## src/inc/wksd_defines.svh

```systemverilog
// Contract
// RL1 - SID zero: no modem transmits in interval
// RL2 - SID 3FFF: interval open to every modem
// RL3 - Multicast SIDs only in request/data elements
// RL4 - Multicast N: start at 1+kN, fit N
// RL5 - SID 3FF1: start anywhere, one slot
// RL6 - SID 3FFD: starts every thirteenth slot
// RL7 - 3Exx: low byte bit k permits priority k
// RL8 - Scheduler may set any priority bit mix
// RL9 - Other SIDs unicast; act only on own
// RL10 - All-modem frames use well-known multicast address
// RL11 - Reserved multicast range stays inside cable domain
// RL12 - Addresses compared in 802.3 bit order
// RL13 - Only data PID packets reach the MAC
// RL14 - One exclusive class per supplied identifier
`ifndef WKSD_DEFINES_SVH
`define WKSD_DEFINES_SVH
`define WKSD_SID_W       14
`define WKSD_LEN_W       8
`define WKSD_IUC_W       4
`define WKSD_PID_W       13
`define WKSD_SID_NONE    14'h0000
`define WKSD_SID_ALL     14'h3FFF
`define WKSD_SID_MC_HI   10'h3FF
`define WKSD_SID_PRIO_HI 6'h3E
`define WKSD_IUC_REQ     4'h1
`define WKSD_IUC_REQDATA 4'h2
`define WKSD_MAC_ALL     48'h01E02F000001
`define WKSD_MAC_RSV_HI  40'h01E02F0000
`define WKSD_MAC_RSV_LO  8'h03
`define WKSD_MAC_RSV_TOP 8'h0F
`define WKSD_PID_DATA    13'h1FFE
`define WKSD_SLOT_DIV    8'h10
`endif

```

## src/inc/wksd_pkg.sv

```systemverilog
package wksd_pkg;
  typedef enum logic [5:0]
  {
    WKSD_CLS_NONE   = 6'b000001,
    WKSD_CLS_BCAST  = 6'b000010,
    WKSD_CLS_MCAST  = 6'b000100,
    WKSD_CLS_PRIO   = 6'b001000,
    WKSD_CLS_UCAST  = 6'b010000,
    WKSD_CLS_NOMATCH = 6'b100000
  } wksd_class_t;
  typedef enum logic [1:0]
  {
    WKSD_ST_IDLE = 2'b01,
    WKSD_ST_OPEN = 2'b10
  } wksd_state_t;
endpackage

```

## src/inc/wksd_if.sv

```systemverilog
`timescale 1ns/10ps
`include "wksd_defines.svh"
interface wksd_if;
  logic                    ie_valid;
  logic [`WKSD_SID_W-1:0]  ie_sid;
  logic [`WKSD_IUC_W-1:0]  ie_iuc;
  logic [`WKSD_LEN_W-1:0]  ie_len;
  logic                    slot_tick;
  logic                    frame_valid;
  logic [47:0]             frame_da;
  logic                    ts_valid;
  logic [`WKSD_PID_W-1:0]  ts_pid;
  modport modem (input ie_valid, ie_sid, ie_iuc, ie_len, slot_tick,
                 input frame_valid, frame_da, ts_valid, ts_pid);
  modport sched (output ie_valid, ie_sid, ie_iuc, ie_len, slot_tick,
                 output frame_valid, frame_da, ts_valid, ts_pid);
endinterface

```

## src/hw/wksd_modem.sv

```systemverilog
`timescale 1ns/10ps
`include "wksd_defines.svh"
module wksd_modem
#(
  parameter int N_SID = 4
)
(
  input  wire logic                         clock,
  input  wire logic                         rst,
  wksd_if.modem                             link,
  input  wire logic [N_SID*`WKSD_SID_W-1:0] own_sid,
  input  wire logic [2:0]                   own_prio,
  output wksd_pkg::wksd_class_t             sid_class,
  output logic      [3:0]                   mc_spacing,
  output logic                              tx_start_ok,
  output logic      [`WKSD_LEN_W-1:0]       tx_max_slots,
  output logic                              frame_accept,
  output logic                              frame_local_only,
  output logic                              ts_pass
);
  // ****************************************************************
  // Identifier decode
  // ****************************************************************
  logic [N_SID-1:0] own_hit;

  genvar g;
  generate
    for (g = 0; g < N_SID; g = g + 1)
    begin : g_own
      assign own_hit[g] = (own_sid[g*`WKSD_SID_W +: `WKSD_SID_W] == link.ie_sid);
    end
  endgenerate

  wire [3:0] sid_digit = link.ie_sid[3:0];
  wire       hit_none  = (link.ie_sid == `WKSD_SID_NONE);
  wire       hit_all   = (link.ie_sid == `WKSD_SID_ALL);
  wire       hit_mc    = (link.ie_sid[13:4] == `WKSD_SID_MC_HI) &&
                         (sid_digit != 4'h0) && (sid_digit != 4'hF);
  wire       hit_prio  = (link.ie_sid[13:8] == `WKSD_SID_PRIO_HI);
  wire       mc_ok     = (link.ie_iuc == `WKSD_IUC_REQDATA); // RL3
  wire       prio_ok   = link.ie_sid[own_prio]; // RL7
  wire       hit_own   = |own_hit; // RL9

  // The class choice is a strict priority chain, so exactly one bit of
  // the one-hot code can ever be set.
  wksd_pkg::wksd_class_t cls_now;
  assign cls_now = hit_none ? wksd_pkg::WKSD_CLS_NONE :              // RL1
                   hit_all  ? wksd_pkg::WKSD_CLS_BCAST :             // RL2
                   (hit_mc && mc_ok) ? wksd_pkg::WKSD_CLS_MCAST :    // RL3
                   hit_mc   ? wksd_pkg::WKSD_CLS_NOMATCH :
                   (hit_prio && prio_ok) ? wksd_pkg::WKSD_CLS_PRIO :  // RL7
                   hit_prio ? wksd_pkg::WKSD_CLS_NOMATCH :
                   hit_own  ? wksd_pkg::WKSD_CLS_UCAST :             // RL9
                   wksd_pkg::WKSD_CLS_NOMATCH;                       // RL14

  // A digit of one gives a step of one slot, which covers the
  // single-slot identifier with no separate case.
  wire [3:0] spacing_now = (hit_mc && mc_ok) ? sid_digit : 4'h0; // RL4 RL5 RL6

  // Intervals that nobody may use never open the transmit window.
  wire usable_now = (cls_now != wksd_pkg::WKSD_CLS_NONE) &&
                    (cls_now != wksd_pkg::WKSD_CLS_NOMATCH); // RL1

  // ****************************************************************
  // Interval tracking
  // ****************************************************************
  wksd_pkg::wksd_state_t     state;
  wksd_pkg::wksd_state_t     next_state;
  logic [`WKSD_LEN_W-1:0]    remain;
  logic [3:0]                phase;
  logic [3:0]                step;
  logic                      is_mc;
  logic                      first_slot;

  wire open_new = link.ie_valid && usable_now && (link.ie_len != 8'h00);
  wire last     = (remain == 8'h01);
  wire at_start = (phase == 4'h0);
  wire phase_wr = is_mc && (phase == step - 4'h1);

  // Unicast, broadcast and priority grants start only in the first slot;
  // multicast grants start on every step boundary.
  wire start_now = link.slot_tick && at_start &&
                   (is_mc || (remain != 8'h00 && first_slot)); // RL4 RL6

  // Burst limit: one step for multicast, the rest of the grant otherwise.
  wire [`WKSD_LEN_W-1:0] limit_now = is_mc ? {4'h0, step} : remain; // RL4 RL5

  always_comb
  begin
    next_state = state;
    unique case (state)
      wksd_pkg::WKSD_ST_IDLE:
      begin
        if (open_new)
        begin
          next_state = wksd_pkg::WKSD_ST_OPEN;
        end
      end
      wksd_pkg::WKSD_ST_OPEN:
      begin
        if (link.slot_tick && last && !open_new)
        begin
          next_state = wksd_pkg::WKSD_ST_IDLE;
        end
      end
      default:
      begin
        next_state = wksd_pkg::WKSD_ST_IDLE;
      end
    endcase
  end

  wire in_open = (state == wksd_pkg::WKSD_ST_OPEN);

  always_ff @(posedge clock or posedge rst)
  begin
    if (rst)
    begin
      state <= wksd_pkg::WKSD_ST_IDLE;
    end
    else
    begin
      state <= next_state;
    end
  end

  // A fresh usable element of nonzero length replaces the interval in flight; the scheduler is
  // trusted not to overlap grants, so the newest one wins.
  always_ff @(posedge clock or posedge rst)
  begin
    if (rst)
    begin
      remain     <= 8'h00;
      phase      <= 4'h0;
      step       <= 4'h0;
      is_mc      <= 1'b0;
      first_slot <= 1'b0;
    end
    else if (open_new)
    begin
      remain     <= link.ie_len;
      phase      <= 4'h0;
      step       <= spacing_now;
      is_mc      <= (cls_now == wksd_pkg::WKSD_CLS_MCAST);
      first_slot <= 1'b1;
    end
    else if (in_open && link.slot_tick)
    begin
      remain     <= remain - 8'h01;
      phase      <= phase_wr ? 4'h0 : (is_mc ? phase + 4'h1 : 4'h0); // RL4
      first_slot <= 1'b0;
    end
  end

  // ****************************************************************
  // Registered outputs
  // ****************************************************************
  always_ff @(posedge clock or posedge rst)
  begin
    if (rst)
    begin
      sid_class    <= wksd_pkg::WKSD_CLS_NOMATCH;
      mc_spacing   <= 4'h0;
      tx_start_ok  <= 1'b0;
      tx_max_slots <= 8'h00;
    end
    else
    begin
      if (link.ie_valid)
      begin
        sid_class  <= cls_now; // RL14
        mc_spacing <= spacing_now;
      end
      tx_start_ok  <= in_open && !open_new && start_now; // RL1 RL2
      tx_max_slots <= (in_open && !open_new && start_now) ? limit_now : 8'h00;
    end
  end

  // ****************************************************************
  // Frame and packet filters
  // ****************************************************************
  // Addresses arrive in canonical octet order with the group bit in bit
  // 40, the wire's first bit; matching whole octets keeps that order.
  wire da_all = (link.frame_da == `WKSD_MAC_ALL); // RL10 RL12
  wire da_rsv = (link.frame_da[47:8] == `WKSD_MAC_RSV_HI) &&
                (link.frame_da[7:0] >= `WKSD_MAC_RSV_LO) &&
                (link.frame_da[7:0] <= `WKSD_MAC_RSV_TOP); // RL11 RL12

  always_ff @(posedge clock or posedge rst)
  begin
    if (rst)
    begin
      frame_accept     <= 1'b0;
      frame_local_only <= 1'b0;
      ts_pass          <= 1'b0;
    end
    else
    begin
      frame_accept     <= link.frame_valid && da_all; // RL10
      frame_local_only <= link.frame_valid && da_rsv; // RL11
      ts_pass          <= link.ts_valid && (link.ts_pid == `WKSD_PID_DATA); // RL13
    end
  end
endmodule

```

## src/flat_wrapper.sv

```systemverilog
// flat-port wrapper written by rule: the top's interface ports become plain ports
module wksd_modem_flat 
#(
  parameter int N_SID = 4
)
  (clock, rst, own_sid, own_prio, sid_class, mc_spacing, tx_start_ok, tx_max_slots, frame_accept, frame_local_only, ts_pass, link_ie_valid, link_ie_sid, link_ie_iuc, link_ie_len, link_slot_tick, link_frame_valid, link_frame_da, link_ts_valid, link_ts_pid);
  wksd_if link_i ();
  input  wire logic clock;
  input  wire logic rst;
  input  wire logic [N_SID*`WKSD_SID_W-1:0] own_sid;
  input  wire logic [2:0] own_prio;
  output wksd_pkg::wksd_class_t sid_class;
  output logic      [3:0] mc_spacing;
  output logic tx_start_ok;
  output logic      [`WKSD_LEN_W-1:0] tx_max_slots;
  output logic frame_accept;
  output logic frame_local_only;
  output logic ts_pass;
  input wire logic [$bits(link_i.ie_valid)-1:0] link_ie_valid;
  input wire logic [$bits(link_i.ie_sid)-1:0] link_ie_sid;
  input wire logic [$bits(link_i.ie_iuc)-1:0] link_ie_iuc;
  input wire logic [$bits(link_i.ie_len)-1:0] link_ie_len;
  input wire logic [$bits(link_i.slot_tick)-1:0] link_slot_tick;
  input wire logic [$bits(link_i.frame_valid)-1:0] link_frame_valid;
  input wire logic [$bits(link_i.frame_da)-1:0] link_frame_da;
  input wire logic [$bits(link_i.ts_valid)-1:0] link_ts_valid;
  input wire logic [$bits(link_i.ts_pid)-1:0] link_ts_pid;
  assign link_i.ie_valid = link_ie_valid;
  assign link_i.ie_sid = link_ie_sid;
  assign link_i.ie_iuc = link_ie_iuc;
  assign link_i.ie_len = link_ie_len;
  assign link_i.slot_tick = link_slot_tick;
  assign link_i.frame_valid = link_frame_valid;
  assign link_i.frame_da = link_frame_da;
  assign link_i.ts_valid = link_ts_valid;
  assign link_i.ts_pid = link_ts_pid;
  wksd_modem #(.N_SID(N_SID)) u_core (.clock(clock), .rst(rst), .link(link_i), .own_sid(own_sid), .own_prio(own_prio), .sid_class(sid_class), .mc_spacing(mc_spacing), .tx_start_ok(tx_start_ok), .tx_max_slots(tx_max_slots), .frame_accept(frame_accept), .frame_local_only(frame_local_only), .ts_pass(ts_pass));
endmodule
```

## config.mk

```make
export PLATFORM = sky130hd
export DESIGN_NAME = wksd_modem_flat
export DESIGN_NICKNAME = d
export VERILOG_FILES = /design/src/inc/wksd_pkg.sv /design/src/inc/wksd_if.sv /design/src/hw/wksd_modem.sv /design/src/flat_wrapper.sv
export VERILOG_INCLUDE_DIRS = /design/src /design/src/inc
export SDC_FILE = /design/constraint.sdc
export NUM_CORES = 1
export LEC_CHECK = 0
export ABC_AREA = 1
export BUFFER_PORTS_ARGS = -buffer_cell sky130_fd_sc_hd__buf_2
export CAP_MARGIN = 0
export CORE_UTILIZATION = 43
export CTS_CLUSTER_SIZE = 24
export DETAILED_ROUTE_END_ITERATION = 8
export PLACE_DENSITY = 0.84
export SYNTH_ARGS = -nofsm -noshare
export SYNTH_HDL_FRONTEND = slang
export SYNTH_SLANG_ARGS = --single-unit
```

## constraint.sdc

```tcl
create_clock -name clock -period 1.6 [get_ports clock]
set_input_delay 0.32 -clock clock [delete_from_list [all_inputs] [get_ports clock]]
set_output_delay 0.32 -clock clock [all_outputs]
set_load 0.05 [all_outputs]
```

# [Yosys cells after proc, flatten, opt, wreduce, memory -nomap -nowiden]
# Cells that the tools add are included.
[classes] magnitude_cmp=3 addsub=3 eq_ne=21 mux=23 reduce_logical=31
[ops] operator="$eq 14x14->1" n=4
[ops] operator="$eq 48x41->1 const B" n=1
[ops] operator="$mux 6" n=7
[ops] operator="$eq 40x33->1 const B" n=1
[ops] operator="$mux 8" n=4
[ops] operator="$logic_and 1x1->1" n=21
[ops] operator="$mux 4" n=5
[ops] operator="$reduce_bool 8->1" n=2
[ops] operator="$eq 14x14->1 const B" n=1
[ops] operator="$logic_not 14->1" n=1
[ops] operator="$eq 13x13->1 const B" n=1
[ops] operator="$eq 10x10->1 const B" n=1
[ops] operator="$eq 8x1->1 const B" n=1
[ops] operator="$ge 8x2->1 const B" n=1
[ops] operator="$le 8x4->1 const B" n=1
[ops] operator="$sub 8x1->8 const B" n=1
[ops] operator="$eq 6x3->1 const B" n=1
[ops] operator="$eq 6x6->1 const B" n=1
[ops] operator="$ne 6x1->1 const B" n=1
[ops] operator="$ne 6x6->1 const B" n=1
[ops] operator="$lt 3x5->1 const B" n=1
[ops] operator="$add 4x1->4 const B" n=1
[ops] operator="$eq 4x2->1 const B" n=1
[ops] operator="$eq 4x4->1" n=1
[ops] operator="other kinds (17)" n=20
[totals] reg_bits=42 output_inout_bits=22

# [Longest topological paths before layout]
# Gate-level depths: netlist of the first run.
[logic_depth] depth_word=17 depth_mapped=18 depth_no_buf=16

# [Least setup slack after synthesis of the first run]
# No wires, ideal clock.
[synth_path] kind="in2reg" startpoint="in link_ie_sid[4]" endpoint="reg u_core.remain[2]" path_buffers=2 arrival_time_ns=1.626 stages=11 required_ns=1.484 slack_ns=-0.142 setup_time_ns=0.116 cell_sequence="clkbuf_2 > nand4_2 > nor4_4 > nand3_2 > nor2_4 > nor2_2 > nand2_4 > nand2_8 > buf_6 > o21ai_2 > inv_1"
[synth_via] elab_chain_cells=14
[synth_rtl] item="from (decl)" line="flat_wrapper.sv:20" source="input wire logic [$bits(link_i.ie_sid)-1:0] link_ie_sid;"
[synth_rtl] item="$eq 14x14->1" line="wksd_modem.sv:30" source="assign own_hit[g] = (own_sid[g*`WKSD_SID_W +: `WKSD_SID_W] == link.ie_sid);"
[synth_rtl] item="$reduce_or 4->1" line="wksd_modem.sv:42" source="wire hit_own = |own_hit;"
[synth_rtl] item="$mux 6" line="wksd_modem.sv:53" source="hit_own ? wksd_pkg::WKSD_CLS_UCAST :"
[synth_rtl] item="$mux 6" line="wksd_modem.sv:52" source="hit_prio ? wksd_pkg::WKSD_CLS_NOMATCH :"
[synth_rtl] item="$mux 6" line="wksd_modem.sv:51" source="(hit_prio && prio_ok) ? wksd_pkg::WKSD_CLS_PRIO :"
[synth_rtl] item="$mux 6" line="wksd_modem.sv:50" source="hit_mc ? wksd_pkg::WKSD_CLS_NOMATCH :"
[synth_rtl] item="$mux 6" line="wksd_modem.sv:49" source="(hit_mc && mc_ok) ? wksd_pkg::WKSD_CLS_MCAST :"
[synth_rtl] item="$mux 6" line="wksd_modem.sv:48" source="hit_all ? wksd_pkg::WKSD_CLS_BCAST :"
[synth_rtl] item="$mux 6 *" line="wksd_modem.sv:47" source="assign cls_now = hit_none ? wksd_pkg::WKSD_CLS_NONE :"
[synth_rtl] item="$ne 6x1->1 or $ne 6x6->1 (tied branches)" line="wksd_modem.sv:61, wksd_modem.sv:62"
[synth_rtl] item="$logic_and 1x1->1 *" line="wksd_modem.sv:61" source="wire usable_now = (cls_now != wksd_pkg::WKSD_CLS_NONE) &&"
[synth_rtl] item="$logic_and 1x1->1 * (2 in series)" line="wksd_modem.sv:75" source="wire open_new = link.ie_valid && usable_now && (link.ie_len != 8'h00);"
[synth_rtl] item="$mux 8 or $reduce_bool 2->1 (tied branches)"
[synth_rtl] item="to (signal assigned)" line="wksd_modem.sv:141" source="remain <= link.ie_len;"
[synth_rtl] item="to (signal assigned)" line="wksd_modem.sv:149" source="remain <= remain - 8'h01;"
[synth_rtl] item="to (decl)" line="wksd_modem.sv:69" source="logic [`WKSD_LEN_W-1:0] remain;"
# Every way passes the cells marked *; elsewhere a longest branch is shown, timed or not. The select of a mux whose other input is x is not followed.
# A chain may end at the register's enable or synchronous reset.

# [Final worst setup path of the first run]
[layout_path] startpoint="reg u_core.step[1]" endpoint="reg u_core.phase[2]"
[layout_via] elab_chain_cells=6
[layout_rtl] item="from (decl)" line="wksd_modem.sv:71" source="logic [3:0] step;"
[layout_rtl] item="from (signal assigned)" line="wksd_modem.sv:143" source="step <= spacing_now;"
[layout_rtl] item="$sub 4x1->4" line="wksd_modem.sv:78" source="wire phase_wr = is_mc && (phase == step - 4'h1);"
[layout_rtl] item="$eq 4x4->1" line="wksd_modem.sv:78"
[layout_rtl] item="$logic_and 1x1->1" line="wksd_modem.sv:78"
[layout_rtl] item="$mux 4" line="wksd_modem.sv:150" source="phase <= phase_wr ? 4'h0 : (is_mc ? phase + 4'h1 : 4'h0);"
[layout_rtl] item="$mux 4" line="wksd_modem.sv:147" source="else if (in_open && link.slot_tick)"
[layout_rtl] item="$mux 4" line="wksd_modem.sv:139" source="else if (open_new)"
[layout_rtl] item="to (signal assigned)" line="wksd_modem.sv:150"
[layout_rtl] item="to (decl)" line="wksd_modem.sv:70" source="logic [3:0] phase;"
# No other way between the ends. The select of a mux whose other input is x is not followed.

==> impl_metrics.json, run 1 <==
{
  "status": "finished, violations left",
  "violated_checks": "negative setup slack",
  "first_iter_violations": 227,
  "via_count": 4366,
  "seq_area_frac_synth": 0.2978,
  "post_synth_inst_count": 562,
  "slew_of_the_pin_with_the_lowest_slew_margin_ps": 428.3,
  "final.hold.worst_slack_ps": 56.36,
  "postSynthRegisterBits": 42,
  "synth-warning-count": 0,
  "cts.sink_count": 42,
  "total_power_w": 0.002901,
  "power.density_cell_area_nw_per_um2": 536.9,
  "drt-pass1-iter-count": 5,
  "globalRouteOverflowTotal": 0,
  "number_of_flops_mapped_to_enable_cells_by_yosys": 0,
  "total_placed_instance_area_um2": 4886,
  "design.final.nets": 943,
  "finalWirelength_mm": 11.75,
  "setup_slack_ps": -22.98,
  "cts.reportedPaths.clkPinSlew_ps": 80,
  "gpl.final_weighted_congestion": 0.8830,
  "final_setup_violation_count": 4,
  "top_level_port_count": 174,
  "post-place-cells": 870,
  "final-instance-count-excl-fill": 888,
  "clk-insertion-delay-late_ps": 300,
  "skew_ps": 5.551,
  "worstSetupStartpointType": "flip-flop",
  "timing.critical_path.fanout_max": 4,
  "mappedNetlistNets": 720,
  "worstPathArrival_ps": 1820,
  "drcViolationCount": 0,
  "max_cap_viol_count": 0,
  "worst-endpoint-required_ps": 1800,
  "grt_start_max_net_pins": 43,
  "seq_area_um2": 1054,
  "ir_worst_vdd_mv": 0.3769,
  "synth_area_leaders": "sky130_fd_sc_hd__dfrtp_1, sky130_fd_sc_hd__nand2_1, sky130_fd_sc_hd__inv_1",
  "worst_slew_margin_rel": 0.7071,
  "dp_hpwl_mm": 9.164,
  "fill_cells": 666,
  "clock_tree.root_cell": "sky130_fd_sc_hd__clkbuf_8",
  "ctsHtreeMaxLevel": 2,
  "async_reset_ff_frac": 1.000,
  "synth_area_leader_cell": "sky130_fd_sc_hd__dfrtp_1",
  "grt_usage": 0.2672,
  "p_leak_nw": 3.058,
  "drt-vias-per-instance": 4.917,
  "synthDominantCellAreaShare": 0.2830,
  "grt_setup_unrepaired": "true",
  "rows": 32,
  "cts-buffers-inserted": 5,
  "timing.setup.tns_ps": -51.55,
  "layout_worst_path_cycle_share": 1.014,
  "synthToLayoutAreaGrowth_pct": 52.78,
  "finalHoldViolations": 0,
  "max_freq_ghz": 0.6162,
  "grt_first_pass_wirelength_mm": 18.44,
  "slew_viol_final": 0,
  "die_w_um": 92.70,
  "dieArea_um2": 8592,
  "wire_per_inst_um": 13.23,
  "distinct_cell_type_count_after_synthesis": 37,
  "antenna_diode_count": 0,
  "worst_setup_path_end_kind": "flip-flop",
  "ys.flop_type": "sky130_fd_sc_hd__dfrtp_1",
  "post_synthesis_area_per_instance_um2": 6.294,
  "port-buffer-count": 173,
  "grt_pass1_vias": 4271,
  "tritoncts": "done",
  "die_h_um": 92.70,
  "initial_core_utilization": 0.4507,
  "core-area_um2": 7848,
  "antenna_found_initial": 0,
  "share_of_post_route_cells_with_drive_strength_above_1": 0.4097,
  "final_critical_path_required_period_ps": 1623,
  "syn_area_um2": 3537,
  "crit_type": "flip-flop to flip-flop",
  "final_cell_area_um2": 5404,
  "synth.most_common_cell": "sky130_fd_sc_hd__nand2_1",
  "antenna_left": 0,
  "min-delay-path-class": "primary input to async pin",
  "cts.path.max_buffers": 2,
  "total_area_of_multi_input_combinational_cells_um2": 2369,
  "synth_commonest_cells": "sky130_fd_sc_hd__nand2_1, sky130_fd_sc_hd__inv_1, sky130_fd_sc_hd__nor2_1"
}
flip-flops by register name, summed over array words and instances, names as in the netlist:
| signal | cells |
|---|---|
| u_core.first_slot | 1 |
| u_core.frame_accept | 1 |
| u_core.frame_local_only | 1 |
| u_core.is_mc | 1 |
| u_core.mc_spacing | 4 |
| u_core.phase | 4 |
| u_core.remain | 8 |
| u_core.sid_class | 6 |
| u_core.state | 2 |
| u_core.step | 4 |
| u_core.ts_pass | 1 |
| u_core.tx_max_slots | 8 |
| u_core.tx_start_ok | 1 |
layout make-up:
cell class | instances | area share
clock buffers | 6 | 0.01528
clock inverters | 2 | 0.002315
inverters | 89 | 0.06830
multi-input cells | 419 | 0.4383
flip-flops and latches | 42 | 0.1950
well taps | 102 | 0.02362
repair buffers | 228 | 0.2572
metal layers:
layer	GRT usage	part of all wire	up-vias
li1	-	-	2198
met4	0.1000	0.021	0
met5	0	0	-
met1	0.3085	0.39	1988
met3	0.03859	0.064	27
met2	0.4957	0.52	153
cells in the final DEF (no fill, tap or decap), types with 3 or more instances in the layout:
cell,count
sky130_fd_sc_hd__nand2_1,191
sky130_fd_sc_hd__nor2_2,10
sky130_fd_sc_hd__nand3_2,10
sky130_fd_sc_hd__nand2_4,3
sky130_fd_sc_hd__xor2_1,9
sky130_fd_sc_hd__inv_2,5
sky130_fd_sc_hd__nor3_2,4
sky130_fd_sc_hd__a21oi_1,11
sky130_fd_sc_hd__xor2_2,3
sky130_fd_sc_hd__o21ai_0,14
sky130_fd_sc_hd__inv_1,74
sky130_fd_sc_hd__nor4_1,13
sky130_fd_sc_hd__nand3b_1,3
sky130_fd_sc_hd__nand3_1,18
sky130_fd_sc_hd__inv_4,7
sky130_fd_sc_hd__ha_1,5
sky130_fd_sc_hd__nor4_2,5
sky130_fd_sc_hd__buf_4,51
sky130_fd_sc_hd__clkbuf_8,6
sky130_fd_sc_hd__xnor2_1,11
sky130_fd_sc_hd__nor2_4,3
sky130_fd_sc_hd__buf_6,13
sky130_fd_sc_hd__dfrtp_1,40
sky130_fd_sc_hd__o21ai_2,10
sky130_fd_sc_hd__buf_2,161
sky130_fd_sc_hd__nand2_2,10
sky130_fd_sc_hd__nor2_1,54
sky130_fd_sc_hd__nand2_8,3
sky130_fd_sc_hd__nand4_1,12
final timing paths:
path	from	cells past startpoint	slack [ps]	end
setup / recovery	u_core.step[1]$_DFFE_PP0P_	9	-20	u_core.phase[2]$_DFFE_PP0P_
hold / removal	rst	3	60	u_core.tx_max_slots[3]$_DFF_PP0_
setup reg to reg	u_core.step[1]$_DFFE_PP0P_	9	-20	u_core.phase[2]$_DFFE_PP0P_
min in group clock	link_ie_len[2]	3	250	u_core.remain[2]$_DFFE_PP0P_
hold reg to reg	u_core.sid_class[5]$_DFFE_PP1P_	2	490	u_core.sid_class[5]$_DFFE_PP1P_
max in group asynchronous	rst	3	1280	u_core.sid_class[5]$_DFFE_PP1P_
critical path: stages, from the launching register on:
cell	delay [ps]
sky130_fd_sc_hd__dfrtp_1	360
sky130_fd_sc_hd__inv_2	60
sky130_fd_sc_hd__ha_4	170
sky130_fd_sc_hd__xnor2_4	130
sky130_fd_sc_hd__xnor2_2	150
sky130_fd_sc_hd__nor4_2	270
sky130_fd_sc_hd__buf_4	190
sky130_fd_sc_hd__nor4_2	50
sky130_fd_sc_hd__nand3_2	90
sky130_fd_sc_hd__nand2_1	50
stage by stage:
stage,utilization,setup WS [ps]
after floorplan,-,-64.61
after global placement,0.6226,-410.1
after detailed placement,0.6226,-468.3
after CTS,0.6615,-11.72
after global routing,0.6886,-144.9
final,0.6886,-22.98
timing repair:
item                                    in CTS  in global routing
endpoints found under the setup margin      27                 30
setup buffers                                3                  6
pin swaps                                   24                 27
gates resized for setup                     42                 53
hold buffers                                 0                  0
gates cloned                                 2                  0
cells by family after synthesis:
logic type / after synthesis / synth area share
AO/OA/AOI/OAI: 39 / 0.06863
XOR/XNOR: 25 / 0.06190
adder cells (fa/ha/maj): 6 / 0.02122
buffers and inverters: 103 / 0.1185
flip-flops: 42 / 0.2978
multiplexers: 1 / 0.002830
AND/OR/NAND/NOR: 346 / 0.4291
where the power goes:
part	switching [W]	leakage [nW]	internal (W)
clock network	0.000385	0.0472	0.000347
logic	0.000548	2.45	0.000437
registers	0.0000675	0.563	0.00112
Note: power is estimated with default switching activity, not from simulation.
==> run 2, diff against run 1 <==
Settings changed: CORE_UTILIZATION 43 to 30, PLACE_DENSITY 0.84 to 0.63.
==> run 2 against run 1 <==
  * The flow still finishes with violations (negative setup slack)
  * Combinational power increased by 9.6%
  * Clock power up 42%
  * Die area grew 42%
  * Count of clock-buffer cells in the layout stayed put
  * Critical path depth grew 5
  * First-iteration DRC count decreased by 46%
  * Cell count up 6.5%
  * Register-to-register slack got worse by 50 ps
  * Non-clock buffer count up 12
  * Worst hold slack improved by 33 ps
  * Maximum frequency decreased by 3.9%
  * Routed wire length rose by 1.8%
  * Largest power group unchanged
==> impl_metrics.json, run 2 (same netlist as run 1, synthesis figures left out) <==
{
  "status": "finished, violations left",
  "violated_checks": "negative setup slack",
  "cts.sink_count": 42,
  "final_common_cell": "sky130_fd_sc_hd__nand2_1",
  "total_power_w": 0.003297,
  "rows": 39,
  "top_library_cells_by_usage_in_the_layout_fill_and_taps_aside": "sky130_fd_sc_hd__nand2_1, sky130_fd_sc_hd__buf_2, sky130_fd_sc_hd__inv_1, sky130_fd_sc_hd__buf_4, sky130_fd_sc_hd__nor2_1",
  "first_iter_violations": 123,
  "drt-vias-per-instance": 4.514,
  "fill_cells": 1101,
  "timing.reg2reg.setup_slack_ps": -70,
  "port-buffer-count": 173,
  "die_h_um": 110.6,
  "tritoncts": "done",
  "worstSetupStartpointType": "primary input",
  "max_cap_viol_count": 0,
  "cts.reportedPaths.clkPinSlew_ps": 60,
  "cts-buffers-inserted": 5,
  "antenna_left": 0,
  "setup_slack_ps": -89.69,
  "final-instance-count-excl-fill": 946,
  "p_leak_nw": 3.234,
  "skew_ps": 5.575,
  "cts.path.max_buffers": 2,
  "power.share.switching": 0.3204,
  "max_freq_ghz": 0.5918,
  "wire_per_inst_um": 12.64,
  "min-delay-path-class": "primary input to async pin",
  "antenna_found_initial": 0,
  "grt_pass1_vias": 3818,
  "worst_setup_path_end_kind": "flip-flop",
  "power.combinational.fraction": 0.328,
  "synthToLayoutAreaGrowth_pct": 70.43,
  "clk-insertion-delay-late_ps": 290,
  "grt_first_pass_wirelength_mm": 17.98,
  "power.density_cell_area_nw_per_um2": 546.9,
  "layout_worst_path_cycle_share": 1.056,
  "antenna_diode_count": 0,
  "power.share.sequential": 0.358,
  "finalWirelength_mm": 11.96,
  "p_int_w": 0.002240,
  "core-area_um2": 11470,
  "preCtsSetupSlack_ps": -544.2,
  "slew_viol_final": 0,
  "final_critical_path_required_period_ps": 1690,
  "dieArea_um2": 12230,
  "drcViolationCount": 0,
  "top_level_port_count": 174,
  "grt_start_max_net_pins": 43,
  "worst_slew_margin_rel": 0.7679,
  "drt-pass1-iter-count": 5,
  "slew_of_the_pin_with_the_lowest_slew_margin_ps": 339.3,
  "gpl.final_weighted_congestion": 0.8598,
  "clkPwrFrac": 0.314,
  "top_regs": "u_core.remain x8, u_core.tx_max_slots x8, u_core.sid_class x6",
  "clock_tree.root_cell": "sky130_fd_sc_hd__clkbuf_16",
  "design.final.nets": 960,
  "total_switching_power_w": 0.001056,
  "die_w_um": 110.6,
  "dp_hpwl_mm": 8.882,
  "grt_usage": 0.1783,
  "timing.critical_path.fanout_max": 8,
  "timing.reg2reg.worst_path_depth": 9,
  "grt_setup_unrepaired": "true",
  "share_of_post_route_cells_with_drive_strength_above_1": 0.4682,
  "finalHoldViolations": 0,
  "ir_worst_vdd_mv": 0.6480,
  "worst-endpoint-required_ps": 1780,
  "initial_core_utilization": 0.3085,
  "ctsHtreeMaxLevel": 2,
  "worstPathArrival_ps": 1870,
  "final_setup_violation_count": 15,
  "globalRouteOverflowTotal": 0,
  "via_count": 4270,
  "crit_type": "primary input to flip-flop",
  "post-place-cells": 917
}
## run 2: through the flow
step | util | TNS (ps) | area [um^2] | hold WS [ps]
finish | 0.5257 | -453.7 | 6028 | 89.75
floorplan | - | -817.1 | 3682 | 426.4
detailed placement | 0.4356 | -13490 | 4995 | 400.2
global placement | 0.4356 | -13140 | 4995 | 398.8
global route | 0.5257 | -3496 | 6028 | 115.2
CTS | 0.4634 | -14.23 | 5314 | 97.27
## run 2: power groups by stage
| stage | logic, W | clock network, W | registers [W] |
|---|---|---|---|
| finish | 0.00108 | 0.00104 | 0.00118 |
| global route | 0.00119 | 0.00110 | 0.00119 |
| CTS | 0.000906 | 0.00105 | 0.00117 |
| detailed placement | 0.000868 | 0 | 0.00119 |
| global placement | 0.000863 | 0 | 0.00119 |
| floorplan | 0.000461 | 0 | 0.00121 |
## run 2: routing by layer
metal | track usage | up-vias | wire [um]
li1 | - | 2242 | -
met1 | 0.2333 | 1864 | 5108
met2 | 0.3056 | 152 | 5957
met3 | 0.03513 | 12 | 772
met4 | 0.03289 | 0 | 120
met5 | 0 | - | 0
## run 2: critical path: stages
cell	delay, ps
sky130_fd_sc_hd__buf_4	180
sky130_fd_sc_hd__xnor2_2	130
sky130_fd_sc_hd__nand2_1	100
sky130_fd_sc_hd__nor2_2	160
sky130_fd_sc_hd__nand2_1	70
sky130_fd_sc_hd__nand2_1	70
sky130_fd_sc_hd__o21ai_2	70
sky130_fd_sc_hd__nand2_1	80
sky130_fd_sc_hd__nand2_2	90
sky130_fd_sc_hd__nand2_8	210
sky130_fd_sc_hd__buf_6	170
sky130_fd_sc_hd__nand3b_1	90
sky130_fd_sc_hd__nand2_1	80
sky130_fd_sc_hd__nand2_1	50
## run 2: path summary, 6_finish.rpt
kind / startpoint / end
min in group clock: link_ie_len[2] / u_core.remain[2]$_DFFE_PP0P_
setup / recovery: link_ie_sid[11] / u_core.remain[4]$_DFFE_PP0P_
setup reg to reg: u_core.step[1]$_DFFE_PP0P_ / u_core.phase[0]$_DFFE_PP0P_
max in group asynchronous: rst / u_core.state[0]$_DFFE_PP1P_
hold / removal: rst / u_core.frame_local_only$_DFF_PP0_
hold reg to reg: u_core.sid_class[5]$_DFFE_PP1P_ / u_core.sid_class[5]$_DFFE_PP1P_
## run 2: final cells by class
cell class	instances	area, um^2	area share
clock buffer	6	138.9	0.02304
timing repair buffer	240	1640	0.2721
sequential	42	1054	0.1748
tap	143	178.9	0.02968
inverter	89	414.1	0.06870
clock inverter	2	12.51	0.002076
multi-input combinational	424	2590	0.4296
## run 2: timing repair
item | 4_1_cts | 5_1_grt
hold endpoints to repair | 0 | 0
hold buffers | 0 | 0
gates cloned | 3 | 4
endpoints found under the setup margin | 28 | 30
setup buffers | 3 | 11
resized for setup | 27 | 164
pin swaps | 6 | 54
